**src/logic/status_unit_pkg.sv**
```systemverilog
package status_unit_pkg;

  // ---------------------------------------------------------------
  // remote commands
  // ---------------------------------------------------------------
  typedef enum logic [4:0] {
    CMD_SETTING_LOAD,
    CMD_SETTING_SAVE,
    CMD_SETTING_WRITE,
    CMD_RESET,
    CMD_TRIGGER,
    CMD_CLEAR_STATUS,
    CMD_IDENT_Q,
    CMD_SELFTEST_Q,
    CMD_EVENT_EN_W,
    CMD_EVENT_EN_Q,
    CMD_SRQ_EN_W,
    CMD_SRQ_EN_Q,
    CMD_EVENT_Q,
    CMD_STATUS_Q,
    CMD_OP_DONE,
    CMD_OP_DONE_Q
  } cmd_t;

  // ---------------------------------------------------------------
  // setting files
  // ---------------------------------------------------------------
  localparam int FILE_COUNT = 10;
  localparam logic [15:0] SETTING_DEFAULT = 16'h0000;

  // ---------------------------------------------------------------
  // standard event status fields
  // ---------------------------------------------------------------
  localparam int EV_POWER_ON = 7;
  localparam int EV_USER_REQ = 6;
  localparam int EV_CMD_ERR = 5;
  localparam int EV_EXEC_ERR = 4;
  localparam int EV_DEV_ERR = 3;
  localparam int EV_QUERY_ERR = 2;
  localparam int EV_REQ_CTRL = 1;
  localparam int EV_OP_DONE = 0;
  localparam logic [7:0] EVENT_RESET = 8'h80;
  localparam logic [7:0] EVENT_EN_RESET = 8'h00;
  localparam logic [7:0] SRQ_EN_RESET = 8'h00;

  // ---------------------------------------------------------------
  // status byte fields
  // ---------------------------------------------------------------
  localparam int SB_OPER = 7;
  localparam int SB_RQS = 6;
  localparam int SB_EVENT = 5;
  localparam int SB_MAV = 4;
  localparam logic [7:0] SB_RQS_MASK = 8'h40;

  // ---------------------------------------------------------------
  // reply text
  // ---------------------------------------------------------------
  localparam logic [7:0] CHAR_NL = 8'h0A;
  localparam logic [7:0] CHAR_ZERO = 8'h30;
  localparam logic [15:0] OP_DONE_REPLY = 16'h0001;
  localparam int NUM_DIGITS = 5;
  localparam int IDN_LEN = 16;
  // identity text is arbitrary
  localparam logic [8*IDN_LEN-1:0] IDN_TEXT = "ANYMAKER,LCR1,V1";

endpackage : status_unit_pkg

```
**src/logic/setting_store_if.sv**
```systemverilog
interface setting_store_if #(
  parameter int SW = 16
);
  logic req;
  logic write;
  logic [3:0] index;
  logic [SW-1:0] wdata;
  logic [SW-1:0] rdata;
  logic hit;
  logic done;

  modport client (output req, write, index, wdata, input rdata, hit, done);
  modport store (input req, write, index, wdata, output rdata, hit, done);
endinterface : setting_store_if

```
**src/logic/setting_store.sv**
```systemverilog
module setting_store #(
  parameter int SW = 16,
  parameter int FILES = 10
) (
  // clock and reset
  input wire logic clk,
  input wire logic sys_rst,
  // access port
  setting_store_if.store port
);
  logic [SW-1:0] mem [FILES];
  logic [FILES-1:0] saved_reg;

  initial begin
    if (FILES < 1 || FILES > 16) begin
      $error("setting_store: FILES must be 1 to 16");
    end
  end

  // ---------------------------------------------------------------
  // file array, one access per request
  // ---------------------------------------------------------------
  always_ff @(posedge clk) begin
    if (port.req && port.write) begin
      mem[port.index] <= port.wdata;
    end
    if (port.req) begin
      port.rdata <= mem[port.index];
    end
  end

  // a file never saved reads as a miss
  always_ff @(posedge clk) begin
    if (sys_rst) begin
      saved_reg <= '0;
      port.done <= 1'b0;
      port.hit <= 1'b0;
    end else begin
      port.done <= port.req;
      if (port.req) begin
        port.hit <= port.write | saved_reg[port.index];
      end
      if (port.req && port.write) begin
        saved_reg[port.index] <= 1'b1;
      end
    end
  end
endmodule : setting_store

```
**src/logic/common_command_status_unit.sv**
```systemverilog
// Behaviour
// - a load command with file index 0 to 9 restores the setting saved under that index.
// - a save command with file index 0 to 9 stores the whole current setting under it.
// - the reset command returns the instrument setting to its default state.
// - the trigger command starts one measurement and queues its result as the reply.
// - the clear-status command zeroes the event status register and so the event summary bit.
// - the identity query replies maker, model and firmware separated by commas, then newline.
// - the self-test query runs the self-check and replies the error count, zero for none.
// - the event enable command loads an 8-bit mask and its query returns that mask.
// - event status bits 7 to 0 are power-on, user, command, execution, device, query, control, done.
// - the service request enable command loads an 8-bit mask and its query returns it.
// - status byte bits are operation summary, request service, event summary, message available, 3-0 zero.
// - the event status query replies the register content in decimal.
// - the status byte query replies the status byte in decimal and leaves it unchanged.
// - the operation complete command sets event bit 0 once pending work is finished.
// - the operation complete query replies character one once pending work is finished.
module common_command_status_unit
  import status_unit_pkg::*;
#(
  parameter int SETTING_W = 16
) (
  // clock and reset
  input wire logic clk,
  input wire logic sys_rst,
  // decoded commands from the remote controller
  input wire logic cmd_valid,
  input wire status_unit_pkg::cmd_t cmd_code,
  input wire logic [15:0] cmd_arg,
  output logic cmd_ready,
  // reply characters to the controller
  output logic rsp_valid,
  output logic [7:0] rsp_data,
  input wire logic rsp_ready,
  // measurement engine
  output logic meas_start,
  input wire logic meas_done,
  input wire logic [15:0] meas_result,
  // self-check engine
  output logic self_test_start,
  input wire logic self_test_done,
  input wire logic [7:0] self_test_errors,
  // instrument events
  input wire logic user_request,
  input wire logic device_error,
  input wire logic oper_summary,
  // status and setting
  output logic [7:0] status_byte,
  output logic service_request,
  output logic [SETTING_W-1:0] setting,
  output logic instrument_reset
);
  import status_unit_pkg::*;

  typedef enum logic [2:0] {ST_IDLE, ST_STORE, ST_MEAS, ST_TEST, ST_REPLY} state_t;

  initial begin
    if (SETTING_W < 1 || SETTING_W > 16) begin
      $error("SETTING_W must be 1 to 16");
    end
  end

  setting_store_if #(.SW(SETTING_W)) st ();

  setting_store #(.SW(SETTING_W), .FILES(FILE_COUNT)) u_store (
    .clk(clk),
    .sys_rst(sys_rst),
    .port(st.store)
  );

  state_t state_reg;
  logic cmd_ready_reg;
  logic rsp_valid_reg;
  logic [7:0] rsp_data_reg;
  logic meas_start_reg;
  logic test_start_reg;
  logic [7:0] event_reg;
  logic [7:0] event_en_reg;
  logic [7:0] srq_en_reg;
  logic [7:0] status_reg;
  logic srq_reg;
  logic [SETTING_W-1:0] setting_reg;
  logic inst_reset_reg;
  logic req_reg;
  logic write_reg;
  logic [3:0] index_reg;
  logic [SETTING_W-1:0] wdata_reg;
  logic ident_reg;
  logic lead_reg;
  logic nl_sent_reg;
  logic [4:0] pos_reg;
  logic [15:0] num_reg;

  logic take;
  logic idx_ok;
  logic byte_ok;
  logic cmd_err;
  logic exec_err;
  logic op_done_ev;
  logic event_clr;
  logic [7:0] event_set;
  logic event_sum;
  logic rqs;
  logic send;
  logic [4:0] reply_len;
  logic [3:0] digit;
  logic [7:0] reply_char;

  assign cmd_ready = cmd_ready_reg;
  assign rsp_valid = rsp_valid_reg;
  assign rsp_data = rsp_data_reg;
  assign meas_start = meas_start_reg;
  assign self_test_start = test_start_reg;
  assign status_byte = status_reg;
  assign service_request = srq_reg;
  assign setting = setting_reg;
  assign instrument_reset = inst_reset_reg;
  assign st.req = req_reg;
  assign st.write = write_reg;
  assign st.index = index_reg;
  assign st.wdata = wdata_reg;

  // ---------------------------------------------------------------
  // command decode
  // ---------------------------------------------------------------
  function automatic logic [3:0] dec_digit(input logic [15:0] v, input logic [4:0] p);
    logic [15:0] q;
    case (p)
      5'd0: q = v / 16'd10000;
      5'd1: q = v / 16'd1000;
      5'd2: q = v / 16'd100;
      5'd3: q = v / 16'd10;
      default: q = v;
    endcase
    return 4'(q % 16'd10);
  endfunction : dec_digit

  // commands are only taken while idle, so every earlier one has finished
  assign take = cmd_valid && cmd_ready_reg;
  assign idx_ok = cmd_arg < 16'(FILE_COUNT);
  assign byte_ok = cmd_arg[15:8] == 8'h00;

  // error and completion events of the accepted command
  always_comb begin
    cmd_err = 1'b0;
    exec_err = 1'b0;
    op_done_ev = 1'b0;
    if (take) begin
      case (cmd_code)
        CMD_SETTING_LOAD, CMD_SETTING_SAVE: exec_err = !idx_ok;
        CMD_EVENT_EN_W, CMD_SRQ_EN_W: exec_err = !byte_ok;
        CMD_OP_DONE: op_done_ev = 1'b1;
        CMD_SETTING_WRITE, CMD_RESET, CMD_TRIGGER, CMD_CLEAR_STATUS, CMD_IDENT_Q,
        CMD_SELFTEST_Q, CMD_EVENT_EN_Q, CMD_SRQ_EN_Q, CMD_EVENT_Q, CMD_STATUS_Q,
        CMD_OP_DONE_Q: cmd_err = 1'b0;
        default: cmd_err = 1'b1;
      endcase
    end
    // loading a file never saved is an execution error
    if (state_reg == ST_STORE && st.done && !write_reg && !st.hit) begin
      exec_err = 1'b1;
    end
  end

  // ---------------------------------------------------------------
  // event status register
  // ---------------------------------------------------------------
  // event bit layout
  always_comb begin
    event_set = 8'h00;
    event_set[EV_USER_REQ] = user_request;
    event_set[EV_CMD_ERR] = cmd_err;
    event_set[EV_EXEC_ERR] = exec_err;
    event_set[EV_DEV_ERR] = device_error;
    event_set[EV_OP_DONE] = op_done_ev;
  end

  assign event_clr = take && (cmd_code == CMD_CLEAR_STATUS || cmd_code == CMD_EVENT_Q);

  // read of the register clears it too; a new event in that cycle still lands
  always_ff @(posedge clk) begin
    if (sys_rst) begin
      event_reg <= EVENT_RESET;
    end else begin
      event_reg <= (event_clr ? 8'h00 : event_reg) | event_set;
    end
  end

  always_ff @(posedge clk) begin
    if (sys_rst) begin
      event_en_reg <= EVENT_EN_RESET;
    end else if (take && cmd_code == CMD_EVENT_EN_W && byte_ok) begin
      event_en_reg <= cmd_arg[7:0];
    end
  end

  always_ff @(posedge clk) begin
    if (sys_rst) begin
      srq_en_reg <= SRQ_EN_RESET;
    end else if (take && cmd_code == CMD_SRQ_EN_W && byte_ok) begin
      srq_en_reg <= cmd_arg[7:0];
    end
  end

  // ---------------------------------------------------------------
  // status byte and service request
  // ---------------------------------------------------------------
  // event summary
  assign event_sum = |(event_reg & event_en_reg);
  assign rqs = |({oper_summary, 1'b0, event_sum, rsp_valid_reg, 4'h0} & srq_en_reg & ~SB_RQS_MASK);

  // status byte layout, low nibble zero
  always_ff @(posedge clk) begin
    if (sys_rst) begin
      status_reg <= 8'h00;
      srq_reg <= 1'b0;
    end else begin
      status_reg <= 8'h00;
      status_reg[SB_OPER] <= oper_summary;
      status_reg[SB_RQS] <= rqs;
      status_reg[SB_EVENT] <= event_sum;
      status_reg[SB_MAV] <= rsp_valid_reg;
      srq_reg <= rqs;
    end
  end

  // ---------------------------------------------------------------
  // instrument setting
  // ---------------------------------------------------------------
  always_ff @(posedge clk) begin
    if (sys_rst) begin
      setting_reg <= SETTING_W'(SETTING_DEFAULT);
      inst_reset_reg <= 1'b0;
    end else begin
      inst_reset_reg <= take && cmd_code == CMD_RESET;
      if (take && cmd_code == CMD_RESET) begin
        setting_reg <= SETTING_W'(SETTING_DEFAULT);
      end else if (take && cmd_code == CMD_SETTING_WRITE) begin
        setting_reg <= cmd_arg[SETTING_W-1:0];
      end else if (state_reg == ST_STORE && st.done && !write_reg && st.hit) begin
        setting_reg <= st.rdata;
      end
    end
  end

  // ---------------------------------------------------------------
  // reply character generation
  // ---------------------------------------------------------------
  assign send = !rsp_valid_reg || rsp_ready;
  assign reply_len = ident_reg ? 5'(IDN_LEN) : 5'(NUM_DIGITS);
  assign digit = dec_digit(num_reg, pos_reg);

  always_comb begin
    if (ident_reg) begin
      reply_char = IDN_TEXT[8*(IDN_LEN-1-int'(pos_reg)) +: 8];
    end else begin
      reply_char = CHAR_ZERO + {4'h0, digit};
    end
  end

  // ---------------------------------------------------------------
  // command sequencer
  // ---------------------------------------------------------------
  always_ff @(posedge clk) begin
    if (sys_rst) begin
      state_reg <= ST_IDLE;
      cmd_ready_reg <= 1'b0;
      rsp_valid_reg <= 1'b0;
      rsp_data_reg <= 8'h00;
      meas_start_reg <= 1'b0;
      test_start_reg <= 1'b0;
      req_reg <= 1'b0;
      write_reg <= 1'b0;
      index_reg <= 4'h0;
      wdata_reg <= '0;
      ident_reg <= 1'b0;
      lead_reg <= 1'b0;
      nl_sent_reg <= 1'b0;
      pos_reg <= 5'd0;
      num_reg <= 16'h0000;
    end else begin
      meas_start_reg <= 1'b0;
      test_start_reg <= 1'b0;
      req_reg <= 1'b0;
      case (state_reg)
        ST_IDLE: begin
          cmd_ready_reg <= 1'b1;
          ident_reg <= 1'b0;
          lead_reg <= 1'b1;
          nl_sent_reg <= 1'b0;
          pos_reg <= 5'd0;
          if (take) begin
            case (cmd_code)
              CMD_SETTING_LOAD, CMD_SETTING_SAVE: begin
                if (idx_ok) begin
                  req_reg <= 1'b1;
                  write_reg <= cmd_code == CMD_SETTING_SAVE;
                  index_reg <= cmd_arg[3:0];
                  wdata_reg <= setting_reg;
                  cmd_ready_reg <= 1'b0;
                  state_reg <= ST_STORE;
                end
              end
              CMD_TRIGGER: begin
                meas_start_reg <= 1'b1;
                cmd_ready_reg <= 1'b0;
                state_reg <= ST_MEAS;
              end
              CMD_SELFTEST_Q: begin
                test_start_reg <= 1'b1;
                cmd_ready_reg <= 1'b0;
                state_reg <= ST_TEST;
              end
              CMD_IDENT_Q: begin
                ident_reg <= 1'b1;
                cmd_ready_reg <= 1'b0;
                state_reg <= ST_REPLY;
              end
              CMD_EVENT_EN_Q, CMD_SRQ_EN_Q, CMD_EVENT_Q, CMD_STATUS_Q, CMD_OP_DONE_Q: begin
                cmd_ready_reg <= 1'b0;
                state_reg <= ST_REPLY;
              end
              default: state_reg <= ST_IDLE;
            endcase
            // reply value of each query; status byte read only
            case (cmd_code)
              CMD_EVENT_EN_Q: num_reg <= {8'h00, event_en_reg};
              CMD_SRQ_EN_Q: num_reg <= {8'h00, srq_en_reg};
              CMD_EVENT_Q: num_reg <= {8'h00, event_reg};
              CMD_STATUS_Q: num_reg <= {8'h00, status_reg};
              CMD_OP_DONE_Q: num_reg <= OP_DONE_REPLY;
              default: num_reg <= num_reg;
            endcase
          end
        end
        ST_STORE: begin
          if (st.done) begin
            cmd_ready_reg <= 1'b1;
            state_reg <= ST_IDLE;
          end
        end
        ST_MEAS: begin
          if (meas_done) begin
            num_reg <= meas_result;
            state_reg <= ST_REPLY;
          end
        end
        ST_TEST: begin
          if (self_test_done) begin
            num_reg <= {8'h00, self_test_errors};
            state_reg <= ST_REPLY;
          end
        end
        ST_REPLY: begin
          if (send) begin
            if (nl_sent_reg) begin
              rsp_valid_reg <= 1'b0;
              cmd_ready_reg <= 1'b1;
              state_reg <= ST_IDLE;
            end else if (pos_reg == reply_len) begin
              rsp_data_reg <= CHAR_NL;
              rsp_valid_reg <= 1'b1;
              nl_sent_reg <= 1'b1;
            end else if (!ident_reg && lead_reg && pos_reg != 5'(NUM_DIGITS - 1)
                && digit == 4'h0) begin
              // leading zeros are skipped, the last digit always goes
              pos_reg <= pos_reg + 5'd1;
            end else begin
              rsp_data_reg <= reply_char;
              rsp_valid_reg <= 1'b1;
              lead_reg <= 1'b0;
              pos_reg <= pos_reg + 5'd1;
            end
          end
        end
        default: state_reg <= ST_IDLE;
      endcase
    end
  end
endmodule : common_command_status_unit

```
**config.mk**
```make
export PLATFORM = sky130hd
export DESIGN_NAME = common_command_status_unit
export DESIGN_NICKNAME = d
export VERILOG_FILES = /design/src/logic/status_unit_pkg.sv /design/src/logic/setting_store_if.sv /design/src/logic/setting_store.sv /design/src/logic/common_command_status_unit.sv
export SDC_FILE = /design/constraint.sdc
export NUM_CORES = 1
export LEC_CHECK = 0
export BUFFER_PORTS_ARGS = -buffer_cell sky130_fd_sc_hd__buf_4
export CORE_ASPECT_RATIO = 0.8
export CORE_UTILIZATION = 45
export DETAILED_ROUTE_END_ITERATION = 16
export PLACE_DENSITY = 0.58
export REMOVE_ABC_BUFFERS = 1
export SLEW_MARGIN = 20
export SYNTH_ARGS = -nofsm -noshare
export SYNTH_HDL_FRONTEND = slang
export SYNTH_SLANG_ARGS = --single-unit
```
**constraint.sdc**
```tcl
create_clock -name clk -period 49.4 [get_ports clk]
set_input_delay 7.41 -clock clk [delete_from_list [all_inputs] [get_ports clk]]
set_output_delay 7.41 -clock clk [all_outputs]
set_load 0.02 [all_outputs]
```
; ---- Word-level counts from Yosys, hierarchy flattened
; Memories as Yosys holds them, arrays and structs flattened. A register that Yosys moved wholly into a read port is not among the register bits.
; Cells that the tools add are included.
[op_classes]
magnitude_cmp = 3
n_div = 5
add_sub_neg = 3
reduce_logical = 53
bitwise_logic = 9
muxes = 63
n_shift = 1
eq_ne = 37
[op_table]
columns = operator, count
row1 = 128-bit by 9-bit indexed part select with 8-bit output (first input constant), 1
row2 = 16-bit 2-to-1 mux, 5
row3 = 16-bit one-hot mux with 5 select lines, 1
row4 = 16-bit one-hot mux with 4 select lines, 1
row5 = 16-bit one-hot mux with 3 select lines, 1
row6 = 5-bit by 4-bit == test with 1-bit output (second input constant), 8
row7 = 8-bit 2-to-1 mux, 4
row8 = 1-bit 2-to-1 mux, 30
row9 = 3-bit 2-to-1 mux, 7
row10 = 5-bit by 2-bit == test with 1-bit output (second input constant), 4
row11 = 5-bit by 3-bit == test with 1-bit output (second input constant), 4
row12 = 5-bit 2-to-1 mux, 4
row13 = 2-bit inequality test (second input constant), 9
row14 = 1-bit logical AND, 17
row15 = 8-bit bitwise AND, 2
row16 = 16-bit by 10-bit divider with 16-bit output (second input constant), 1
row17 = 16-bit by 14-bit divider with 16-bit output (second input constant), 1
row18 = 16-bit by 4-bit divider with 16-bit output (second input constant), 1
row19 = 16-bit by 7-bit divider with 16-bit output (second input constant), 1
row20 = 16-bit by 4-bit < comparator with 1-bit output (second input constant), 1
row21 = 16-bit by 4-bit modulo with 16-bit output (second input constant), 1
row22 = 4-bit AND reduction, 4
row23 = 16-bit OR reduction, 1
row24 = 8-bit OR reduction, 2
row25 = 42 further kinds, 63
[totals]
inputBits = 54
out_inout_bits = 38
ff_bits = 123
ram_bits = 160
n_memories = 1
[memory_table]
columns = memory, words, word_bits, rd, rd_ports_with_merged_regs, wr, line_no
row1 = u_store.mem, 10, 16, 1, 1, 1, setting_store.sv:11  ; logic [SW-1:0] mem [FILES];

; ---- Logic depth before layout (Yosys ltp)
[depth]
depth_word = 10
depth_mapped = 132

; ---- Cells and area by module
; A second synthesis with hierarchy kept.
[hier_totals]
hier_cells = 2010
hier_area_um2 = 19363.6
[modules_own_cells]
columns = mod, cells_per_inst, area_each_um2, n_inst
row1 = common_command_status_unit, 1647, 12244.2, 1
row2 = setting_store, 363, 7119.3, 1

; ---- Worst setup path before layout
; No wires, ideal clock.
[synth_path]
kind = reg2reg
from = register pos_reg[1]
to = register rsp_data_reg[0], in the netlist rsp_data[0]
synth_period_minus_slack_ps = 27504
path_stages_with_launch = 124
t_arrival_ps = 27386
setup_slack_ps = 21896
setup_ps = 117
path_buffers = 10
path_cell_list = dfxtp_1 inv_1 ha_1 o21ai_0 ha_1 o211ai_1 a211oi_4 mux2_2 ha_1 nand4b_1 a21oi_1 o21a_1 buf_6 mux2i_1 inv_1 ha_1 or3_1 o22ai_1 [... 88 more ...] a21oi_1 ha_1 a21o_1 a21o_1 a21o_1 a21o_1 a21o_1 a21o_1 a21o_1 a21oi_1 nor2b_1 o21ai_0 o311a_1 a21oi_1 a21oi_1 o221ai_4 and3_4 a32o_1
[synth_via]
elab_chain_cells = 7
word_cells_on_any_way = 19
[synth_rtl]
columns = item, line_no
row1 = start: declaration, common_command_status_unit.sv:90  ; logic [4:0] pos_reg;
row2 = start signal: assignment, common_command_status_unit.sv:366  ; pos_reg <= pos_reg + 5'd1;
row3 = start signal: assignment, common_command_status_unit.sv:371  ; pos_reg <= pos_reg + 5'd1;
row4 = 5-bit by 2-bit == test with 1-bit output (tied with other cells), common_command_status_unit.sv:127  ; case (p)
row5 = 16-bit one-hot mux with 4 select lines, common_command_status_unit.sv:127
row6 = 16-bit by 4-bit modulo with 16-bit output, common_command_status_unit.sv:134  ; return 4'(q % 16'd10);
row7 = 6-bit by 4-bit adder with 7-bit output / 4-bit logical NOT (equally long branches), "common_command_status_unit.sv:256, common_command_status_unit.sv:364"
row8 = 8-bit 2-to-1 mux / 1-bit logical AND (equally long branches), "common_command_status_unit.sv:253, common_command_status_unit.sv:364"
row9 = 8-bit 2-to-1 mux / 2-bit inequality test (equally long branches), -
row10 = 8-bit 2-to-1 mux / 4-bit AND reduction (equally long branches), -
row11 = end signal: assignment, common_command_status_unit.sv:368  ; rsp_data_reg <= reply_char;
row12 = end: declaration, common_command_status_unit.sv:73  ; logic [7:0] rsp_data_reg;
; Several ways; a longest one is shown, not always the timed one. The select of a mux whose other input is x is not followed.
; A chain may end at the register's enable or synchronous reset.

; ---- Worst setup path in the final report
[layout_path]
from = register pos_reg[1]
to = register rsp_data_reg[4], in the netlist rsp_data[4]
; Same word-level chain as after synthesis.

==> metrics <==
Final setup viols=0; max reg flops=160; io pins=92; Final Net Count=approximately 2200; P_leak=7.64 nW; CTS root buffer=clkbuf_16; antenna violation net count after detailed routing=0; critical path buffer and inverter count=2; Fill cells=3869; total of max-cap violations=0; FFs w/ async S/R, synth=0%; number of synthesized flops with an enable pin=176; endpoints failing hold=0; Slew HR=about a quarter; CTS tree=done; GP Congestion=around 0.9; drt pass-1 iters=5; DR DRC count=0; Peak VDD IR=0.0000288 V; Initial Utilization=between 40 and 50%; Area Overhead vs Synth=11.8%; Core Box Area=about 42000 µm²; Post-DP HPWL=40700 µm; Gate Count Post-Synth=1984; Critical Path End Type=flop; cell family with most CP delay=compound AO/OA/AOI/OAI gates; Max Root-Sink Buffers=3; Hold-fix buffers, CTS=0; Main synth FF type=edfxtp_1; global-route congestion overflow total=0; Setup WS pre-CTS=18.74 ns; PD cells=24.5 nW/µm²; largest net degree at the start of global routing=60; layout cell share with drive strength beyond 1=15.0%; area of the mapped netlist=19100 µm²; placed cells=2546; Netlist cell types=~120; area of the die=approximately 43000 µm²; post-synthesis area per instance=9.65 µm²; Post-CTS Setup Bufs=0; worst skew pair latency=0.56 ns; worst min path class=reg -> reg; Worst-path clk slew=0.06 ns; Die H=186 µm; status=complete, no violations; Crit-path slowest cell=or4b_4; Slew Viols, Final=0; DR vias=between 15000 and 20000; GRT Util Overall=26.2%; via density per instance=6.20; final WL=around 57000 µm; RSZ-0062 raised after global routing=false; period utilisation layout=62.2%; clock skew=0.0130 ns; IO buf count=86; initial detailed-routing violation count=1419; Setup TNS Final=0 ns; Die X=233 µm; number of synthesized register bits=291; Multi-input gate area=11000 µm²; Critical Path RT=49.90 ns; initial antenna violation count=0; CTS sink cnt=291; post-route setup slack=18.68 ns; register area=7590 µm²; Ys Warns=0; Peak Freq=0.0325 GHz; n_diodes=0; commonest cells after routing, fill and taps aside=nor2_1 (216), edfxtp_1 (176), nand2_1 (161), buf_4 (123), a21oi_1 (121); post-cts sizing count=0; Max stage delay on crit path=0.68 ns; post-route core utilization=51.0%; Finished Layout Cells=2602; register bank with the most flops=u_store.mem; commonest non-fill, non-tap cell in the layout=nor2_1; CTS Buf Count=30; num rows=67; critical path class=reg -> reg; Routed WL per cell=22.0 µm; number of global-route vias before repair=15000; CP startpoint kind=flop; Seq/Total Area, Yosys=between 30 and 40%; htree depth=1; Data arrival, critical path=around 31 ns; Crit path top cell by count=o21a_1; Crit Path Max Fanout=19; first-pass GRT wire length=88700 µm; fin crit period=30.72 ns; worst slew pin tran=1.15 ns
-- synth_stat cells (14+ instances only) --
cell type  number  share of area [%]
nor2b_1        31                1.0
dfxtp_1       115                 12
nand2b_1       15               0.49
o21a_1         49                1.9
mux2_2         28                1.6
nor4_1         15               0.49
nor3_1         63                1.6
mux4_2         34                4.0
nor2_1        221                4.3
buf_2          14               0.37
clkbuf_1       84                1.6
mux2i_1        73                3.8
o211ai_1       23               0.90
xor2_1         21               0.96
a21o_1         25               0.98
nand4_1        16               0.52
nand2_1       161                3.2
a31oi_1        33                1.1
xnor2_1        28                1.3
or3_1          19               0.62
a22oi_1        22               0.86
edfxtp_1      176                 28
a21oi_1       121                3.2
nand3_1        59                1.5
a211oi_1       48                1.9
ha_1          110                7.2
inv_1          39               0.76
o31ai_1        22               0.86
o21ai_0        70                1.8
-- path summary, 6_finish.rpt --
path                             start                    to  slack [ns]  cells after the start
setup / recovery            pos_reg[1]           rsp_data[4]       18.68                    115
hold / removal    u_store.saved_reg[4]  u_store.saved_reg[4]        0.46                      1
hold reg to reg   u_store.saved_reg[4]  u_store.saved_reg[4]        0.46                      1
setup reg to reg            pos_reg[1]           rsp_data[4]       18.68                    115
-- final cells by class --
| cell class | count | area share, % |
|---|---|---|
| inverters | 43 | 0.760 |
| clock buffers | 37 | 3.78 |
| flip-flops and latches | 291 | 35.5 |
| repair buffers | 123 | 4.32 |
| clock inverters | 19 | 1.15 |
| well taps | 552 | 3.23 |
| multi-input cells | 1537 | 51.3 |
-- through the flow --
stage | area (µm²) | hold WS [ns] | total power, mW
after floorplan | 18700 | 0.435 | 0.276
after global placement | 20300 | 0.445 | 0.288
after detailed placement | 20300 | 0.455 | 0.289
after CTS | 21400 | 0.469 | 0.527
after global routing | 21400 | 0.475 | 0.539
final | 21400 | 0.465 | 0.524
-- layer usage --
layer	part of all wire, %	routed length (µm)	track usage (%)	vias to the layer above
met5	0	0	0	-
met2	40	23100	36.0	612
met1	50	28900	42.7	7798
met3	7.6	4370	4.45	64
met4	1.7	950	4.35	0
li1	-	-	-	7659
-- power breakdown --
part	internal, mW	switching [mW]
sequential	0.255	0.00102
clock	0.143	0.0970
combinational	0.0106	0.0171
total	0.409	0.115
-- cell families (layout without fill, tap and decap cells) --
group | count (synthesis) | after routing | share of synthesized area (%)
buffers and inverters | 160 | 222 | 3.43
other | 1 | 5 | 0.0196
multiplexers | 138 | 138 | 9.69
flip-flops | 291 | 291 | 39.6
AND/OR/NAND/NOR | 679 | 679 | 17.0
adder cells (fa/ha/maj) | 110 | 110 | 7.19
AO/OA/AOI/OAI | 556 | 556 | 20.8
XOR/XNOR | 49 | 49 | 2.24
Note: power is estimated with default switching activity, not from simulation.
